File: src/ppc_pkg.sv
// Shared constants and types for the port power control logic.
package ppc_pkg;

    // ----------------------------------------------------------------
    // Timing
    // ----------------------------------------------------------------
    localparam int unsigned CLK_PERIOD_NS = 20;
    localparam int unsigned T_MASK_NS = 5000;
    localparam int unsigned T_BLANK_NS = 1000000;
    localparam int unsigned T_CYCLE_NS = 25000000;
    // Mask is a least time (round up); blanking and cycle are longest times.
    localparam int unsigned MASK_CYC = (T_MASK_NS + CLK_PERIOD_NS - 1) / CLK_PERIOD_NS;
    localparam int unsigned BLANK_CYC = T_BLANK_NS / CLK_PERIOD_NS;
    localparam int unsigned CYCLE_CYC = T_CYCLE_NS / CLK_PERIOD_NS;
    localparam int unsigned CNT_W = 24;
    localparam int unsigned MASK_W = 16;
    localparam logic [CNT_W-1:0] CAPTURE_AT = 24'h000003;

    // ----------------------------------------------------------------
    // Fault qualifier slots and reset values
    // ----------------------------------------------------------------
    localparam int unsigned FI_BVS = 0;
    localparam int unsigned FI_BVC = 1;
    localparam int unsigned FI_OV = 2;
    localparam int unsigned FI_EXT = 3;
    localparam int unsigned NFQ = 4;
    localparam logic [2:0] LIMIT_STEP_RST = 3'h0;
    localparam logic POL_RST = 1'b1;

    // ----------------------------------------------------------------
    // Types
    // ----------------------------------------------------------------
    typedef enum logic [1:0] {ST_SLEEP, ST_DETECT, ST_ACTIVE, ST_ERROR} ppc_state_t;

    typedef struct packed {
        logic power_enable;
        logic polarity_select;
        logic detect_enable;
        logic mode_select_a;
        logic mode_select_b;
        logic emulation_enable;
        logic latch_select;
        logic [2:0] current_limit_strap;
    } ppc_ctl_t;

    typedef struct packed {
        logic bv_source;
        logic bv_core;
        logic source_ov;
        logic source_above_uvlo;
        logic core_supply_ok;
        logic thermal_shutdown;
        logic other_fault;
        logic attach_seen;
        logic removal_seen;
        logic charging_now;
        logic bypass_overload;
        logic emulating_non_cdp;
        logic dedicated_charger;
    } ppc_sense_t;

    typedef struct packed {
        logic main_on;
        logic bypass_on;
        logic data_on;
    } ppc_sw_t;

endpackage

File: src/ppc_ctrl.sv
// Port power controller: supervision, pin decode, indicators and switches.
module ppc_ctrl #(
    parameter int unsigned MASK_CYC = ppc_pkg::MASK_CYC,
    parameter int unsigned BLANK_CYC = ppc_pkg::BLANK_CYC,
    parameter int unsigned CYCLE_CYC = ppc_pkg::CYCLE_CYC,
    parameter bit CHARGE_VARIANT = 1'b1
) (
    // Clock and reset
    input wire logic mclk,
    input wire logic reset_n,
    // Host control pins and analog sense inputs
    input wire ppc_pkg::ppc_ctl_t ctl,
    input wire ppc_pkg::ppc_sense_t sense,
    // Switch drives and status
    output ppc_pkg::ppc_sw_t sw,
    output ppc_pkg::ppc_state_t power_state,
    output logic back_voltage_flag,
    output logic [2:0] limit_step,
    // Open-drain indicators, low when enabled
    output logic alert_n_o,
    output logic alert_n_oe,
    output logic charging_active_n_o,
    output logic charging_active_n_oe,
    output logic attach_indicator_n_o,
    output logic attach_indicator_n_oe
);

    // ----------------------------------------------------------------
    // Input synchronisation
    // ----------------------------------------------------------------
    ppc_pkg::ppc_ctl_t c_s;
    ppc_pkg::ppc_sense_t s_s;

    ppc_sync #(.W($bits(ppc_pkg::ppc_ctl_t))) u_sync_ctl (
        .mclk(mclk),
        .reset_n(reset_n),
        .d(ctl),
        .q(c_s)
    );

    ppc_sync #(.W($bits(ppc_pkg::ppc_sense_t))) u_sync_sense (
        .mclk(mclk),
        .reset_n(reset_n),
        .d(sense),
        .q(s_s)
    );

    // ----------------------------------------------------------------
    // Power-up capture and blanking
    // ----------------------------------------------------------------
    logic [ppc_pkg::CNT_W-1:0] blank_cnt_r;
    logic blank_done_r;
    logic cap_done_r;
    logic pol_r;
    logic [2:0] limit_step_r;
    wire capture_now = !cap_done_r && (blank_cnt_r == ppc_pkg::CAPTURE_AT);

    always_ff @(posedge mclk or negedge reset_n) begin
        if (!reset_n) begin
            blank_cnt_r <= '0;
            blank_done_r <= 1'b0;
            cap_done_r <= 1'b0;
            pol_r <= ppc_pkg::POL_RST;
            limit_step_r <= ppc_pkg::LIMIT_STEP_RST;
        end else begin
            if (!blank_done_r) begin
                blank_cnt_r <= blank_cnt_r + 1'b1;
            end
            blank_done_r <= blank_done_r || (blank_cnt_r >= ppc_pkg::CNT_W'(BLANK_CYC));
            if (capture_now) begin
                cap_done_r <= 1'b1;
                pol_r <= c_s.polarity_select;
                limit_step_r <= c_s.current_limit_strap;
            end
        end
    end

    // ----------------------------------------------------------------
    // Pin decode
    // ----------------------------------------------------------------
    ppc_pkg::ppc_state_t state_r;
    ppc_pkg::ppc_state_t state_nxt;
    ppc_pkg::ppc_state_t want;
    ppc_pkg::ppc_sw_t sw_nxt;

    wire en_on = !(c_s.power_enable ^ pol_r);
    wire det_en = c_s.detect_enable;
    wire modes_zero = !(c_s.mode_select_a | c_s.mode_select_b | c_s.emulation_enable);
    wire src_ok = s_s.source_above_uvlo;
    wire core_ok = s_s.core_supply_ok;
    // Detection runs only with detect-enable set, and not with all modes zero while power enable is on.
    wire detect_on = det_en && !(modes_zero && en_on);

    logic attach_prev_r;
    logic removal_prev_r;
    logic attached_r;
    wire attach_pulse = s_s.attach_seen && !attach_prev_r;
    wire removal_pulse = s_s.removal_seen && !removal_prev_r && detect_on;

    always_ff @(posedge mclk or negedge reset_n) begin
        if (!reset_n) begin
            attach_prev_r <= 1'b0;
            removal_prev_r <= 1'b0;
            attached_r <= 1'b0;
        end else begin
            attach_prev_r <= s_s.attach_seen;
            removal_prev_r <= s_s.removal_seen;
            if (!detect_on || removal_pulse || state_r == ppc_pkg::ST_SLEEP) begin
                attached_r <= 1'b0;
            end
            if (detect_on && attach_pulse && state_r == ppc_pkg::ST_DETECT) begin
                attached_r <= 1'b1;
            end
        end
    end

    // Power state the pins ask for when no error is pending.
    always_comb begin
        want = ppc_pkg::ST_SLEEP;
        if (!core_ok || !cap_done_r) begin
            want = ppc_pkg::ST_SLEEP;
        end else if (det_en && !(en_on && modes_zero)) begin
            if (en_on && src_ok && !modes_zero && attached_r) begin
                want = ppc_pkg::ST_ACTIVE;
            end else begin
                want = ppc_pkg::ST_DETECT;
            end
        end else if (!det_en && en_on && src_ok && !modes_zero) begin
            want = ppc_pkg::ST_ACTIVE;
        end
    end

    // ----------------------------------------------------------------
    // Fault qualification over the mask time
    // ----------------------------------------------------------------
    logic [ppc_pkg::NFQ-1:0] fq_cond;
    logic [ppc_pkg::NFQ-1:0] fq_hit;
    logic [ppc_pkg::NFQ-1:0][ppc_pkg::MASK_W-1:0] fq_cnt_r;
    localparam logic [ppc_pkg::MASK_W-1:0] MASK_TOP = ppc_pkg::MASK_W'(MASK_CYC + 1);

    // A back-voltage keeps counting once started, though its switch is now open.
    assign fq_cond[ppc_pkg::FI_BVS] = s_s.bv_source &&
        (sw.main_on || fq_cnt_r[ppc_pkg::FI_BVS] != '0);
    assign fq_cond[ppc_pkg::FI_BVC] = s_s.bv_core &&
        (sw.bypass_on || fq_cnt_r[ppc_pkg::FI_BVC] != '0);
    assign fq_cond[ppc_pkg::FI_OV] = s_s.source_ov;
    assign fq_cond[ppc_pkg::FI_EXT] = s_s.other_fault && state_r == ppc_pkg::ST_ACTIVE;

    genvar gi;
    generate
        for (gi = 0; gi < ppc_pkg::NFQ; gi++) begin : g_fq
            assign fq_hit[gi] = fq_cnt_r[gi] == MASK_TOP;
            always_ff @(posedge mclk or negedge reset_n) begin
                if (!reset_n) begin
                    fq_cnt_r[gi] <= '0;
                end else if (!fq_cond[gi]) begin
                    fq_cnt_r[gi] <= '0;
                end else if (!fq_hit[gi]) begin
                    fq_cnt_r[gi] <= fq_cnt_r[gi] + 1'b1;
                end
            end
        end
    endgenerate

    wire bv_hit = fq_hit[ppc_pkg::FI_BVS] || fq_hit[ppc_pkg::FI_BVC];
    // Thermal shutdown bypasses the mask qualification.
    wire err_trig = state_r != ppc_pkg::ST_ERROR &&
        (|fq_hit || (s_s.thermal_shutdown && state_r != ppc_pkg::ST_SLEEP));
    wire all_clear = !(s_s.bv_source || s_s.bv_core || s_s.source_ov ||
        s_s.other_fault || s_s.thermal_shutdown);

    // ----------------------------------------------------------------
    // Error recovery
    // ----------------------------------------------------------------
    logic [ppc_pkg::CNT_W-1:0] cyc_cnt_r;
    logic pe_low_seen_r;
    wire in_err = state_r == ppc_pkg::ST_ERROR;
    wire cyc_done = cyc_cnt_r >= ppc_pkg::CNT_W'(CYCLE_CYC);
    wire recheck = in_err && (removal_pulse ||
        (c_s.latch_select ? (pe_low_seen_r && en_on) : cyc_done));

    always_ff @(posedge mclk or negedge reset_n) begin
        if (!reset_n) begin
            cyc_cnt_r <= '0;
            pe_low_seen_r <= 1'b0;
        end else begin
            if (!in_err || recheck) begin
                cyc_cnt_r <= '0;
            end else if (!cyc_done) begin
                cyc_cnt_r <= cyc_cnt_r + 1'b1;
            end
            if (!in_err || recheck) begin
                pe_low_seen_r <= 1'b0;
            end else if (!en_on) begin
                pe_low_seen_r <= 1'b1;
            end
        end
    end

    // ----------------------------------------------------------------
    // Power state machine
    // ----------------------------------------------------------------
    always_comb begin
        state_nxt = state_r;
        case (state_r)
            ppc_pkg::ST_SLEEP, ppc_pkg::ST_DETECT, ppc_pkg::ST_ACTIVE: begin
                if (err_trig) begin
                    state_nxt = ppc_pkg::ST_ERROR;
                end else begin
                    state_nxt = want;
                end
            end
            ppc_pkg::ST_ERROR: begin
                if (recheck && all_clear) begin
                    state_nxt = want;
                end
            end
            default: state_nxt = ppc_pkg::ST_SLEEP;
        endcase
    end

    // ----------------------------------------------------------------
    // Switch drives
    // ----------------------------------------------------------------
    wire go_active = state_r == ppc_pkg::ST_ACTIVE && state_nxt == ppc_pkg::ST_ACTIVE;
    // The main switch reopens at once on source back-voltage and recloses after.
    assign sw_nxt.main_on = go_active && en_on && src_ok &&
        !s_s.bv_source && !s_s.source_ov;
    assign sw_nxt.bypass_on = state_r == ppc_pkg::ST_DETECT &&
        state_nxt == ppc_pkg::ST_DETECT && !s_s.bv_core;
    assign sw_nxt.data_on = go_active && core_ok &&
        !s_s.emulating_non_cdp && !s_s.dedicated_charger;

    logic bv_flag_r;

    always_ff @(posedge mclk or negedge reset_n) begin
        if (!reset_n) begin
            state_r <= ppc_pkg::ST_SLEEP;
            sw <= '0;
            bv_flag_r <= 1'b0;
        end else begin
            state_r <= state_nxt;
            sw <= sw_nxt;
            if (bv_hit && !in_err) begin
                bv_flag_r <= 1'b1;
            end else if (in_err && state_nxt != ppc_pkg::ST_ERROR) begin
                bv_flag_r <= 1'b0;
            end
        end
    end

    assign power_state = state_r;
    assign back_voltage_flag = bv_flag_r;
    assign limit_step = limit_step_r;

    // ----------------------------------------------------------------
    // Indicators
    // ----------------------------------------------------------------
    // The overload toggle runs at clock rate; the pin only needs to keep cycling.
    wire overload_cycle = det_en && en_on && !src_ok && s_s.bypass_overload;
    logic attach_oe_nxt;

    always_comb begin
        attach_oe_nxt = 1'b0;
        if (!CHARGE_VARIANT && blank_done_r) begin
            if (state_r == ppc_pkg::ST_ACTIVE && !det_en) begin
                attach_oe_nxt = 1'b1;
            end else if (overload_cycle) begin
                attach_oe_nxt = !attach_indicator_n_oe;
            end else begin
                attach_oe_nxt = attached_r;
            end
        end
    end

    always_ff @(posedge mclk or negedge reset_n) begin
        if (!reset_n) begin
            alert_n_oe <= 1'b0;
            charging_active_n_oe <= 1'b0;
            attach_indicator_n_oe <= 1'b0;
            alert_n_o <= 1'b0;
            charging_active_n_o <= 1'b0;
            attach_indicator_n_o <= 1'b0;
        end else begin
            alert_n_oe <= blank_done_r && in_err;
            charging_active_n_oe <= CHARGE_VARIANT && blank_done_r && s_s.charging_now;
            attach_indicator_n_oe <= attach_oe_nxt;
            alert_n_o <= 1'b0;
            charging_active_n_o <= 1'b0;
            attach_indicator_n_o <= 1'b0;
        end
    end
endmodule // ppc_ctrl

File: src/ppc_sync.sv
// Two-flop synchroniser for a bundle of asynchronous levels.
module ppc_sync #(
    parameter int unsigned W = 1
) (
    // Clock and reset
    input wire logic mclk,
    input wire logic reset_n,
    // Data
    input wire logic [W-1:0] d,
    output logic [W-1:0] q
);

    logic [W-1:0] meta_r;

    always_ff @(posedge mclk or negedge reset_n) begin
        if (!reset_n) begin
            meta_r <= '0;
            q <= '0;
        end else begin
            meta_r <= d;
            q <= meta_r;
        end
    end

endmodule // ppc_sync

File: config.mk
export PLATFORM = sky130hd
export DESIGN_NAME = ppc_ctrl
export DESIGN_NICKNAME = d
export VERILOG_FILES = /design/src/ppc_pkg.sv /design/src/ppc_ctrl.sv /design/src/ppc_sync.sv
export SDC_FILE = /design/constraint.sdc
export NUM_CORES = 1
export LEC_CHECK = 0
export BUFFER_PORTS_ARGS = -buffer_cell sky130_fd_sc_hd__buf_2
export CAP_MARGIN = 20
export CELL_PAD_IN_SITES_DETAIL_PLACEMENT = 0
export CELL_PAD_IN_SITES_GLOBAL_PLACEMENT = 1
export CORE_UTILIZATION = 40
export DETAILED_ROUTE_END_ITERATION = 8
export HOLD_SLACK_MARGIN = 0.02
export PLACE_DENSITY_LB_ADDON = 0.1
export SLEW_MARGIN = 20
export SYNTH_ARGS = -nofsm -noshare
export SYNTH_HDL_FRONTEND = slang
export SYNTH_HIERARCHICAL = 1
export SYNTH_SLANG_ARGS = --single-unit
File: constraint.sdc
create_clock -name mclk -period 2.15 [get_ports mclk]
set_input_delay 0 -clock mclk [delete_from_list [all_inputs] [get_ports mclk]]
set_output_delay 0 -clock mclk [all_outputs]
set_load 0.005 [all_outputs]
==> results of run 1 <==
layout by cell type (no fill, tap or decap), types with 5 or more instances in the layout:
| cell | n |
|---|---|
| and2_1 | 16 |
| buf_2 | 33 |
| nand4_1 | 25 |
| buf_4 | 19 |
| and3_1 | 11 |
| and4_1 | 9 |
| o21ai_1 | 10 |
| dfrtp_1 | 172 |
| inv_1 | 17 |
| nand3_1 | 41 |
| nor2_1 | 91 |
| inv_6 | 5 |
| o21ai_0 | 8 |
| nor4_1 | 8 |
| or3_1 | 13 |
| nand2_1 | 50 |
| nor3_1 | 21 |
| xnor2_1 | 46 |
| dlygate4sd3_1 | 23 |
| a21oi_1 | 17 |
| xor2_1 | 42 |
| ha_1 | 10 |
| clkbuf_16 | 17 |
timing repair:
item                                    CTS  global route
hold buffers                             23             0
hold endpoints to repair                 83             0
resized for setup                         0             4
buffers inserted                          0             1
endpoints found under the setup margin    0             7
area by class of cell:
| class | instances | area (µm²) | area share, % |
|---|---|---|---|
| Sequential cell | 174 | 4360 | 47.9 |
| Multi-Input combinational cell | 492 | 3120 | 34.4 |
| Timing Repair Buffer | 79 | 609 | 6.71 |
| Clock buffer | 20 | 467 | 5.14 |
| Tap cell | 234 | 293 | 3.22 |
| Clock inverter | 12 | 171 | 1.89 |
| Inverter | 18 | 67.6 | 0.744 |
path summary, 6_finish.rpt:
kind,end,slack (ns),startpoint
max,cyc_cnt_r[13],0.1,pol_r
min,fq_cnt_r[47],0.12,reset_n
max reg2reg,cyc_cnt_r[13],0.1,pol_r
min reg2reg,u_sync_ctl/q[4],0.35,u_sync_ctl/meta_r[4]
max in group asynchronous,fq_cnt_r[8],1.29,reset_n
min in group mclk,u_sync_ctl/meta_r[0],0.21,ctl[0]
state kept, by name (all words and copies together) (netlist names), 2 cells and up:
register,cells
cyc_cnt_r,24
u_sync_sense/q,12
u_sync_ctl/q,10
sw,3
power_state,2
blank_cnt_r,24
fq_cnt_r,64
limit_step,3
u_sync_sense/meta_r,12
u_sync_ctl/meta_r,10
where the power goes:
part	leakage [nW]	internal [W]	switching, W
Combinational	1.29	0.000121	0.000172
Sequential	2.27	0.00335	0.0000554
Clock	0.315	0.00196	0.00134
per-layer routing:
metal / vias to the layer above / GRT usage, % / routed length [µm]
met5: - / 0 / 0
met3: 11 / 4.27 / 480
li1: 2577 / - / -
met2: 59 / 25.7 / 6940
met1: 2568 / 23.0 / 7360
met4: 0 / 5.15 / 123
critical path: stages, from the launching register on:
cell and delay (ns):
dfstp_2 0.56, xnor2_1 0.13, a211o_1 0.38, nand4_4 0.14, o21ai_4 0.10, or4_1 0.51, a21oi_1 0.15
metrics by stage:
step           instances  power, W  util [%]
3_5_place_dp         973   0.00374      43.8
6_report            1029   0.00700      48.6
4_1_cts             1028   0.00712      48.4
2_1_floorplan        703   0.00359         -
3_3_place_gp         973   0.00373      43.8
5_1_grt             1029   0.00731      48.6
==> qor.csv, run 1 <==
stage,metric,value,unit
run_status,status,completed,
sta,Final Hold Fails,0,
sta,Max Clock Freq,487,MHz
layout,fill count,1681,
floorplanning,Starting Density,40.7,%
routing,remaining antenna violation count after routing,0,
critical_path,crit path launch type,register,
layout,nets,817,
sta,min Tclk post-route,2.05,ns
placed_design,port buffer count,34,
placed_design,dpl ws,0.110,ns
placed_design,DPL Wire Length,10200,µm
sta,Slew @ Worst Pin,0.616,ns
power,LEAKAGE,3.88,nW
global_route,first-pass GRT wire length,25700,µm
sta,TNS Setup,0,ns
routing,WL/cell,14.5,µm
synth,Syn Std Cell Area,7610,µm²
routing,DRC Markers,0,
placed_design,post-placement cell area,8190,µm²
critical_path,CP Class,reg2reg,
sta,skew final,0.0101,ns
critical_path,CP Max Fanout,10,
hold_path,Hold Path Class,in2async,
power,Cell Pwr Density,770,nW/µm²
synth,cells after synthesis,700,
global_route,pin count of the biggest net entering global routing,65,
sta,count of pins over their slew limit,0,
clocking,Clock Pin Slew Worst Setup and Hold Paths,0.07,ns
sta,setup violators final,0,
critical_path,data arrival time of the worst path,2.40,ns
layout,area grow syn2layout,19.4,%
floorplanning,top-level I/O count,40,
clocking,CTS tree,done,
placed_design,GPL Wtd Cong,0.779,
clocking,TritonCTS Buffers,17,
global_route,initial antenna violation count,0,
synth,Ys Warns,6,
routing,Via-to-Cell Ratio,5.07,
floorplanning,Die X,140,µm
routing,initial DRC count,244,
sta,RSZ-0062 raised after global routing,no,
critical_path,reg2reg path depth,6,
sta,hold slack,0.123,ns
layout,Final Cell Area,9090,µm²
global_route,global router's overall resource usage,16.6,%
layout,ANT cells,0,
power,Peak supply drop,0.604,mV
clocking,CTS max path bufs,2,
routing,DR vias,5215,
clocking,cell at the root of the clock tree,clkbuf_16,
run,maxcap violations,0,
floorplanning,Core ar.,18700,µm²
floorplanning,die height,140,µm
routing,drt total wl,14900,µm
global_route,GR Overflow Total,0,
critical_path,CP required,2.50,ns
global_route,vias in the first global route,5216,
layout,share of cells above drive strength 1,13.0,%
floorplanning,Rows,50,
critical_path,crit end category,register,
sta,fin crit share,95.5,%
routing,Pre-antenna DRT Iters,4,
clocking,clock latency on the worst-skew pair,0.43,ns
sta,relative slew slack,58.9,%
clocking,H-tree lvl count,4,
clocking,clock sink total,174,
sta,Setup WS post-layout,0.0962,ns
synth,syn_area_per_cell,10.9,µm²
floorplanning,DIE AREA,19600,µm²
No activity file was read; power rests on OpenSTA's default activity.
==> run 2: changes to the inputs <==
Clock period 2.15 ns to 2.1 ns, I/O delays scaled along.
==> run 2 against run 1 <==
Maximum frequency rose by 2.8%. Critical endpoint is now cyc_cnt_r[11]. Cell count rose by 1.2%. The run now ends with DRC left. Die area did not move. Sequential cell count did not move. Hold slack got worse by 0.071 ns. Sequential share of layout area fell by 0.39 points. Register-to-register slack barely moved. Utilization rose by 0.39 points. Wire length rose by 2.7%. Critical path depth rose by 1.
==> qor.csv, run 2 (synthesis gave the netlist of run 1 again) <==
stage,metric,value,unit,change
run_status,status,"complete, but fails checks",,was completed
run_status,violated checks,DRC,,
global_route,first-pass GRT wire length,26100,µm,was 25700 µm
placed_design,GPL Wtd Cong,0.817,,was 0.779
critical_path,"Slowest-stage cell, CP",dfstp_2,,unchanged
critical_path,crit-path cells,xnor2_1 -> a211o_1 -> buf_4 -> nor4b_4 -> a21boi_4 -> buf_4 -> nor2_1,,was xnor2_1 -> a211o_1 -> nand4_4 -> o21ai_4 -> or4_1 -> a21oi_1
power,Cell Pwr Density,764,nW/µm²,was 770 nW/µm²
layout,max reg flops,64,,unchanged
global_route,GR Overflow Total,0,,unchanged
routing,DR vias,5260,,was 5215
layout,"commonest cells after routing, fill and taps aside","dfrtp_1 (172), nor2_1 (91), nand2_1 (49), xnor2_1 (46), xor2_1 (42)",,"was dfrtp_1 (172), nor2_1 (91), nand2_1 (50), xnor2_1 (46), xor2_1 (42)"
floorplanning,top-level I/O count,40,,unchanged
layout,share of cells above drive strength 1,14.7,%,was 13.0%
critical_path,data arrival time of the worst path,2.30,ns,was 2.40 ns
floorplanning,Die X,140,µm,unchanged
critical_path,RR Startpoint,pol_r,,unchanged
layout,Final Cell Area,9160,µm²,was 9090 µm²
routing,Pre-antenna DRT Iters,6,,was 4
layout,"leading cell type in the layout, fill and taps excluded",dfrtp_1,,unchanged
placed_design,DPL Wire Length,10500,µm,was 10200 µm
power,LEAKAGE,3.92,nW,was 3.88 nW
layout,Top Registers,"fq_cnt_r x64, blank_cnt_r x24, cyc_cnt_r x24",,unchanged
sta,Max Clock Freq,501,MHz,was 487 MHz
layout,nets,829,,was 817
clocking,clock latency on the worst-skew pair,0.43,ns,about the same
sta,relative slew slack,65.6,%,was 58.9%
global_route,initial antenna violation count,0,,unchanged
sta,min Tclk post-route,2.00,ns,was 2.05 ns
critical_path,reg2reg path depth,7,,was 6
critical_path,crit path launch type,register,,unchanged
placed_design,dpl ws,0.0956,ns,was 0.110 ns
floorplanning,Core ar.,18700,µm²,unchanged
global_route,global router's overall resource usage,17.0,%,was 16.6%
sta,count of pins over their slew limit,0,,unchanged
sta,RSZ-0062 raised after global routing,yes,,was no
clocking,clock sink total,174,,unchanged
global_route,vias in the first global route,5335,,was 5216
clocking,cell at the root of the clock tree,clkbuf_16,,unchanged
layout,Sequential cell area,4360,µm²,unchanged
critical_path,CP Class,reg2reg,,unchanged
critical_path,CP Max Fanout,25,,was 10
routing,initial DRC count,222,,was 244
clocking,Clock Pin Slew Worst Setup and Hold Paths,0.07,ns,about the same
critical_path,FF-to-FF setup slack,0.10,ns,was 0.1 ns
routing,remaining antenna violation count after routing,0,,unchanged
critical_path,Reg-to-Reg End,cyc_cnt_r[11],,was cyc_cnt_r[13]
global_route,pin count of the biggest net entering global routing,50,,was 65
clocking,CTS max path bufs,2,,unchanged
placed_design,port buffer count,34,,unchanged
floorplanning,DIE AREA,19600,µm²,unchanged
layout,area of the multi-input gates,3140,µm²,was 3120 µm²
routing,drt total wl,15300,µm,was 14900 µm
sta,Setup WS post-layout,0.103,ns,was 0.0962 ns
placed_design,post-placement cell area,8250,µm²,was 8190 µm²
critical_path,crit end category,register,,unchanged
layout,area grow syn2layout,20.4,%,was 19.4%
floorplanning,Rows,50,,unchanged
power,Peak supply drop,0.505,mV,was 0.604 mV
routing,DRC Markers,1,,was 0
critical_path,most common cell type on the critical path,buf_4,,
run,maxcap violations,0,,unchanged
layout,fill count,1675,,was 1681
routing,Via-to-Cell Ratio,5.05,,was 5.07
routing,WL/cell,14.7,µm,was 14.5 µm
hold_path,Hold Path Class,in2async,,unchanged
floorplanning,die height,140,µm,unchanged
floorplanning,Starting Density,40.7,%,unchanged
sta,Final Hold Fails,0,,unchanged
sta,skew final,0.0122,ns,was 0.0101 ns
clocking,H-tree lvl count,4,,unchanged
sta,setup violators final,0,,unchanged
layout,Top reg by flops,fq_cnt_r,,unchanged
clocking,CTS tree,done,,unchanged
sta,fin crit share,95.1,%,was 95.5%
critical_path,CP required,2.40,ns,was 2.50 ns
sta,Slew @ Worst Pin,0.513,ns,was 0.616 ns
layout,ANT cells,0,,unchanged
clocking,TritonCTS Buffers,17,,unchanged
critical_path,largest stage delay on the critical path,0.55,ns,was 0.56 ns
## run 2: worst max-delay path by stage
stage	from	end	slack, ns	cells after the start
6_report	pol_r	cyc_cnt_r[11]	0.10	7
5_1_grt	cyc_cnt_r[14]	cyc_cnt_r[10]	-0.03	7
4_1_cts	pol_r	cyc_cnt_r[13]	0.05	6
3_5_place_dp	pol_r	cyc_cnt_r[13]	0.1	6
3_3_place_gp	pol_r	cyc_cnt_r[13]	0.11	6
2_1_floorplan	pol_r	cyc_cnt_r[15]	0.16	6
## run 2: area by class of cell
cell class	count	share of cell area, %
Inverter	18	0.738
Timing Repair Buffer	91	7.64
Clock buffer	18	4.79
Tap cell	234	3.20
Clock inverter	14	1.83
Multi-Input combinational cell	492	34.2
Sequential cell	174	47.6
## run 2: what timing repair did
action / in CTS / in global routing
gates resized for setup: 0 / 9
setup endpoints to repair: 0 / 26
buffers inserted: 0 / 4
hold buffers: 23 / 0
hold endpoints to repair: 195 / 0
## run 2: per-stage QoR
| stage | hold slack [ns] | total power, W | TNS (ns) | cells | util, % |
|---|---|---|---|---|---|
| after global routing | 0.0705 | 0.00729 | -0.0799 | 1041 | 49.0 |
| after floorplan | -0.296 | 0.00368 | 0 | 703 | - |
| after detailed placement | -0.0450 | 0.00384 | 0 | 982 | 44.1 |
| final | 0.0523 | 0.00700 | 0 | 1041 | 49.0 |
| after CTS | 0.0653 | 0.00711 | 0 | 1037 | 48.6 |
| after global placement | -0.0544 | 0.00382 | 0 | 982 | 44.1 |
## run 2: metal layers
metal	GRT usage, %	up-vias	part of all wire [%]
met3	3.93	11	2.3
li1	-	2600	-
met5	0	-	0
met1	23.4	2594	51
met4	5.73	0	1.1
met2	26.4	55	46
## run 2: where the power goes
| group | internal (W) | switching, W | total (W) |
|---|---|---|---|
| Sequential | 0.00343 | 0.0000538 | 0.00349 |
| Clock | 0.00174 | 0.00146 | 0.00320 |
| Combinational | 0.000130 | 0.000186 | 0.000316 |
| Total | 0.00530 | 0.00170 | 0.00700 |
## run 2: worst max-delay path: cells and delay by family (launching register included)
kind,cells,cell delay (ns)
and+or+nand+nor,2,0.22
AOI/OAI and AO/OA,2,0.50
buffers and inverters,2,0.47
xor gates and xnor gates,1,0.12
DFF,1,0.55
==> run 3: changes to the inputs <==
Settings changed: ABC_CLOCK_PERIOD_IN_PS from default to 2100, CORE_ASPECT_RATIO from default to 0.75.
==> run 3 against run 2 <==
The run now ends clean. Power decreased by 0.46%. Sequential power about the same. Worst setup slack lost 0.029 ns. Combinational power decreased by 3%. Design area down 0.87%. Non-clock buffer count down 7. First-iteration DRC count rose by 34%. Largest power group unchanged.
==> qor.csv, run 3 (synthesis gave the netlist of run 1 again) <==
stage,metric,value,unit,change
run_status,status,completed,,"was complete, but fails checks"
sta,setup violators final,0,,unchanged
clocking,TritonCTS Buffers,17,,unchanged
power,Cell Pwr Density,767,nW/µm²,was 764 nW/µm²
layout,share of cells above drive strength 1,13.9,%,was 14.7%
clocking,H-tree lvl count,4,,unchanged
layout,Sequential cell area,4360,µm²,unchanged
global_route,vias in the first global route,5332,,was 5335
critical_path,Reg-to-Reg End,cyc_cnt_r[13],,was cyc_cnt_r[11]
critical_path,crit end category,register,,unchanged
placed_design,dpl ws,0.0871,ns,was 0.0956 ns
layout,Top Registers,"fq_cnt_r x64, blank_cnt_r x24, cyc_cnt_r x24",,unchanged
clocking,cell at the root of the clock tree,clkbuf_16,,unchanged
layout,area grow syn2layout,19.3,%,was 20.4%
sta,skew final,0.0103,ns,was 0.0122 ns
clocking,clock latency on the worst-skew pair,0.43,ns,about the same
layout,"commonest cells after routing, fill and taps aside","dfrtp_1 (172), nor2_1 (91), nand2_1 (50), xnor2_1 (45), xor2_1 (42)",,"was dfrtp_1 (172), nor2_1 (91), nand2_1 (49), xnor2_1 (46), xor2_1 (42)"
sta,count of pins over their slew limit,0,,unchanged
routing,drt total wl,15300,µm,about the same
clocking,Clock Pin Slew Worst Setup and Hold Paths,0.07,ns,about the same
power,LEAKAGE,3.87,nW,was 3.92 nW
layout,nets,822,,was 829
global_route,GR Overflow Total,0,,unchanged
sta,fin crit share,96.5,%,was 95.1%
placed_design,GPL Wtd Cong,0.757,,was 0.817
floorplanning,Core ar.,18600,µm²,was 18700 µm²
critical_path,crit path launch type,register,,unchanged
power,overall power,0.00696,W,was 0.00700 W
placed_design,port buffer count,34,,unchanged
hold_path,Hold Path Class,in2async,,unchanged
placed_design,post-placement cell area,8220,µm²,was 8250 µm²
global_route,pin count of the biggest net entering global routing,59,,was 50
critical_path,reg2reg path depth,6,,was 7
sta,Final Hold Fails,0,,unchanged
global_route,first-pass GRT wire length,26600,µm,was 26100 µm
floorplanning,top-level I/O count,40,,unchanged
critical_path,RR Startpoint,cyc_cnt_r[15],,was pol_r
routing,Via-to-Cell Ratio,5.03,,was 5.05
sta,Slew @ Worst Pin,0.522,ns,was 0.513 ns
layout,Final Cell Area,9080,µm²,was 9160 µm²
layout,ANT cells,0,,unchanged
routing,WL/cell,14.6,µm,was 14.7 µm
clocking,Setup Buffers After CTS,0,,unchanged
routing,DRC Markers,0,,was 1
routing,Pre-antenna DRT Iters,4,,was 6
clocking,CTS max path bufs,2,,unchanged
critical_path,data arrival time of the worst path,2.39,ns,was 2.30 ns
layout,"leading cell type in the layout, fill and taps excluded",dfrtp_1,,unchanged
placed_design,DPL Wire Length,10400,µm,was 10500 µm
sta,Max Clock Freq,493,MHz,was 501 MHz
sta,hold slack,0.0688,ns,was 0.0523 ns
global_route,initial antenna violation count,0,,unchanged
floorplanning,Die X,161,µm,was 140 µm
global_route,global router's overall resource usage,17.3,%,was 17.0%
routing,remaining antenna violation count after routing,0,,unchanged
sta,RSZ-0062 raised after global routing,yes,,unchanged
routing,DR vias,5266,,was 5260
layout,max reg flops,64,,unchanged
power,Peak supply drop,0.470,mV,was 0.505 mV
sta,min Tclk post-route,2.03,ns,was 2.00 ns
critical_path,CP required,2.46,ns,was 2.40 ns
critical_path,CP Class,reg2reg,,unchanged
layout,area of the multi-input gates,3130,µm²,was 3140 µm²
clocking,CTS tree,done,,unchanged
floorplanning,Rows,43,,was 50
sta,relative slew slack,65.1,%,was 65.6%
clocking,clock sink total,174,,unchanged
floorplanning,DIE AREA,19600,µm²,about the same
critical_path,Critical path origin,cyc_cnt_r[15],,was pol_r
placed_design,placed insts,992,,was 982
layout,Finished Layout Cells,1047,,was 1041
layout,fill count,1677,,was 1675
routing,initial DRC count,298,,was 222
floorplanning,die height,121,µm,was 140 µm
critical_path,FF-to-FF setup slack,0.07,ns,was 0.10 ns
run,maxcap violations,0,,unchanged
critical_path,CP Max Fanout,10,,was 25
floorplanning,Starting Density,41.0,%,was 40.7%
layout,Top reg by flops,fq_cnt_r,,unchanged
sta,Setup WS post-layout,0.0732,ns,was 0.103 ns
-- run 3: area by class of cell --
cell class | count | share of cell area, %
clock buffers | 18 | 4.84
clock inverters | 14 | 1.68
inverters | 18 | 0.744
multi-input cells | 492 | 34.5
flip-flops and latches | 174 | 48.0
well taps | 247 | 3.40
repair buffers | 84 | 6.89
-- run 3: critical path, stage by stage, from the launching register on --
cell     delay, ns
dfrtp_1       0.45
nor4_2        0.43
nor3_4        0.08
a21oi_4       0.20
o21ai_4       0.12
or4_1         0.54
a21oi_2       0.14
-- run 3: how the worst max path moves through the flow --
stage	to	slack (ns)	cells after the start
3_3_place_gp	cyc_cnt_r[13]	0.1	6
5_1_grt	cyc_cnt_r[13]	-0.007	6
4_1_cts	cyc_cnt_r[13]	0.07	6
3_5_place_dp	cyc_cnt_r[13]	0.09	6
6_report	cyc_cnt_r[13]	0.07	6
2_1_floorplan	cyc_cnt_r[15]	0.16	6
-- run 3: power breakdown --
part / internal (W) / switching (W)
clock network: 0.00172 / 0.00146
registers: 0.00343 / 0.0000532
logic: 0.000126 / 0.000181
total: 0.00527 / 0.00169
-- run 3: per-layer routing --
metal,up-vias,global-route usage [%],part of all wire [%]
met5,-,0,0
met4,0,5.25,1.1
met3,18,4.24,2.8
met2,70,26.0,45
met1,2590,24.8,51
li1,2588,-,-
-- run 3: per-stage QoR --
step	utilization, %	TNS (ns)
after floorplan	-	0
after global placement	44.3	0
after detailed placement	44.3	0
after CTS	48.7	0
after global routing	48.9	-0.00893
final	48.9	0
-- run 3: what timing repair did --
| action | in CTS | in global routing |
|---|---|---|
| resized for setup | 0 | 8 |
| endpoints found under the setup margin | 0 | 13 |
| hold buffers | 23 | 0 |
| endpoints found under the hold margin | 148 | 0 |
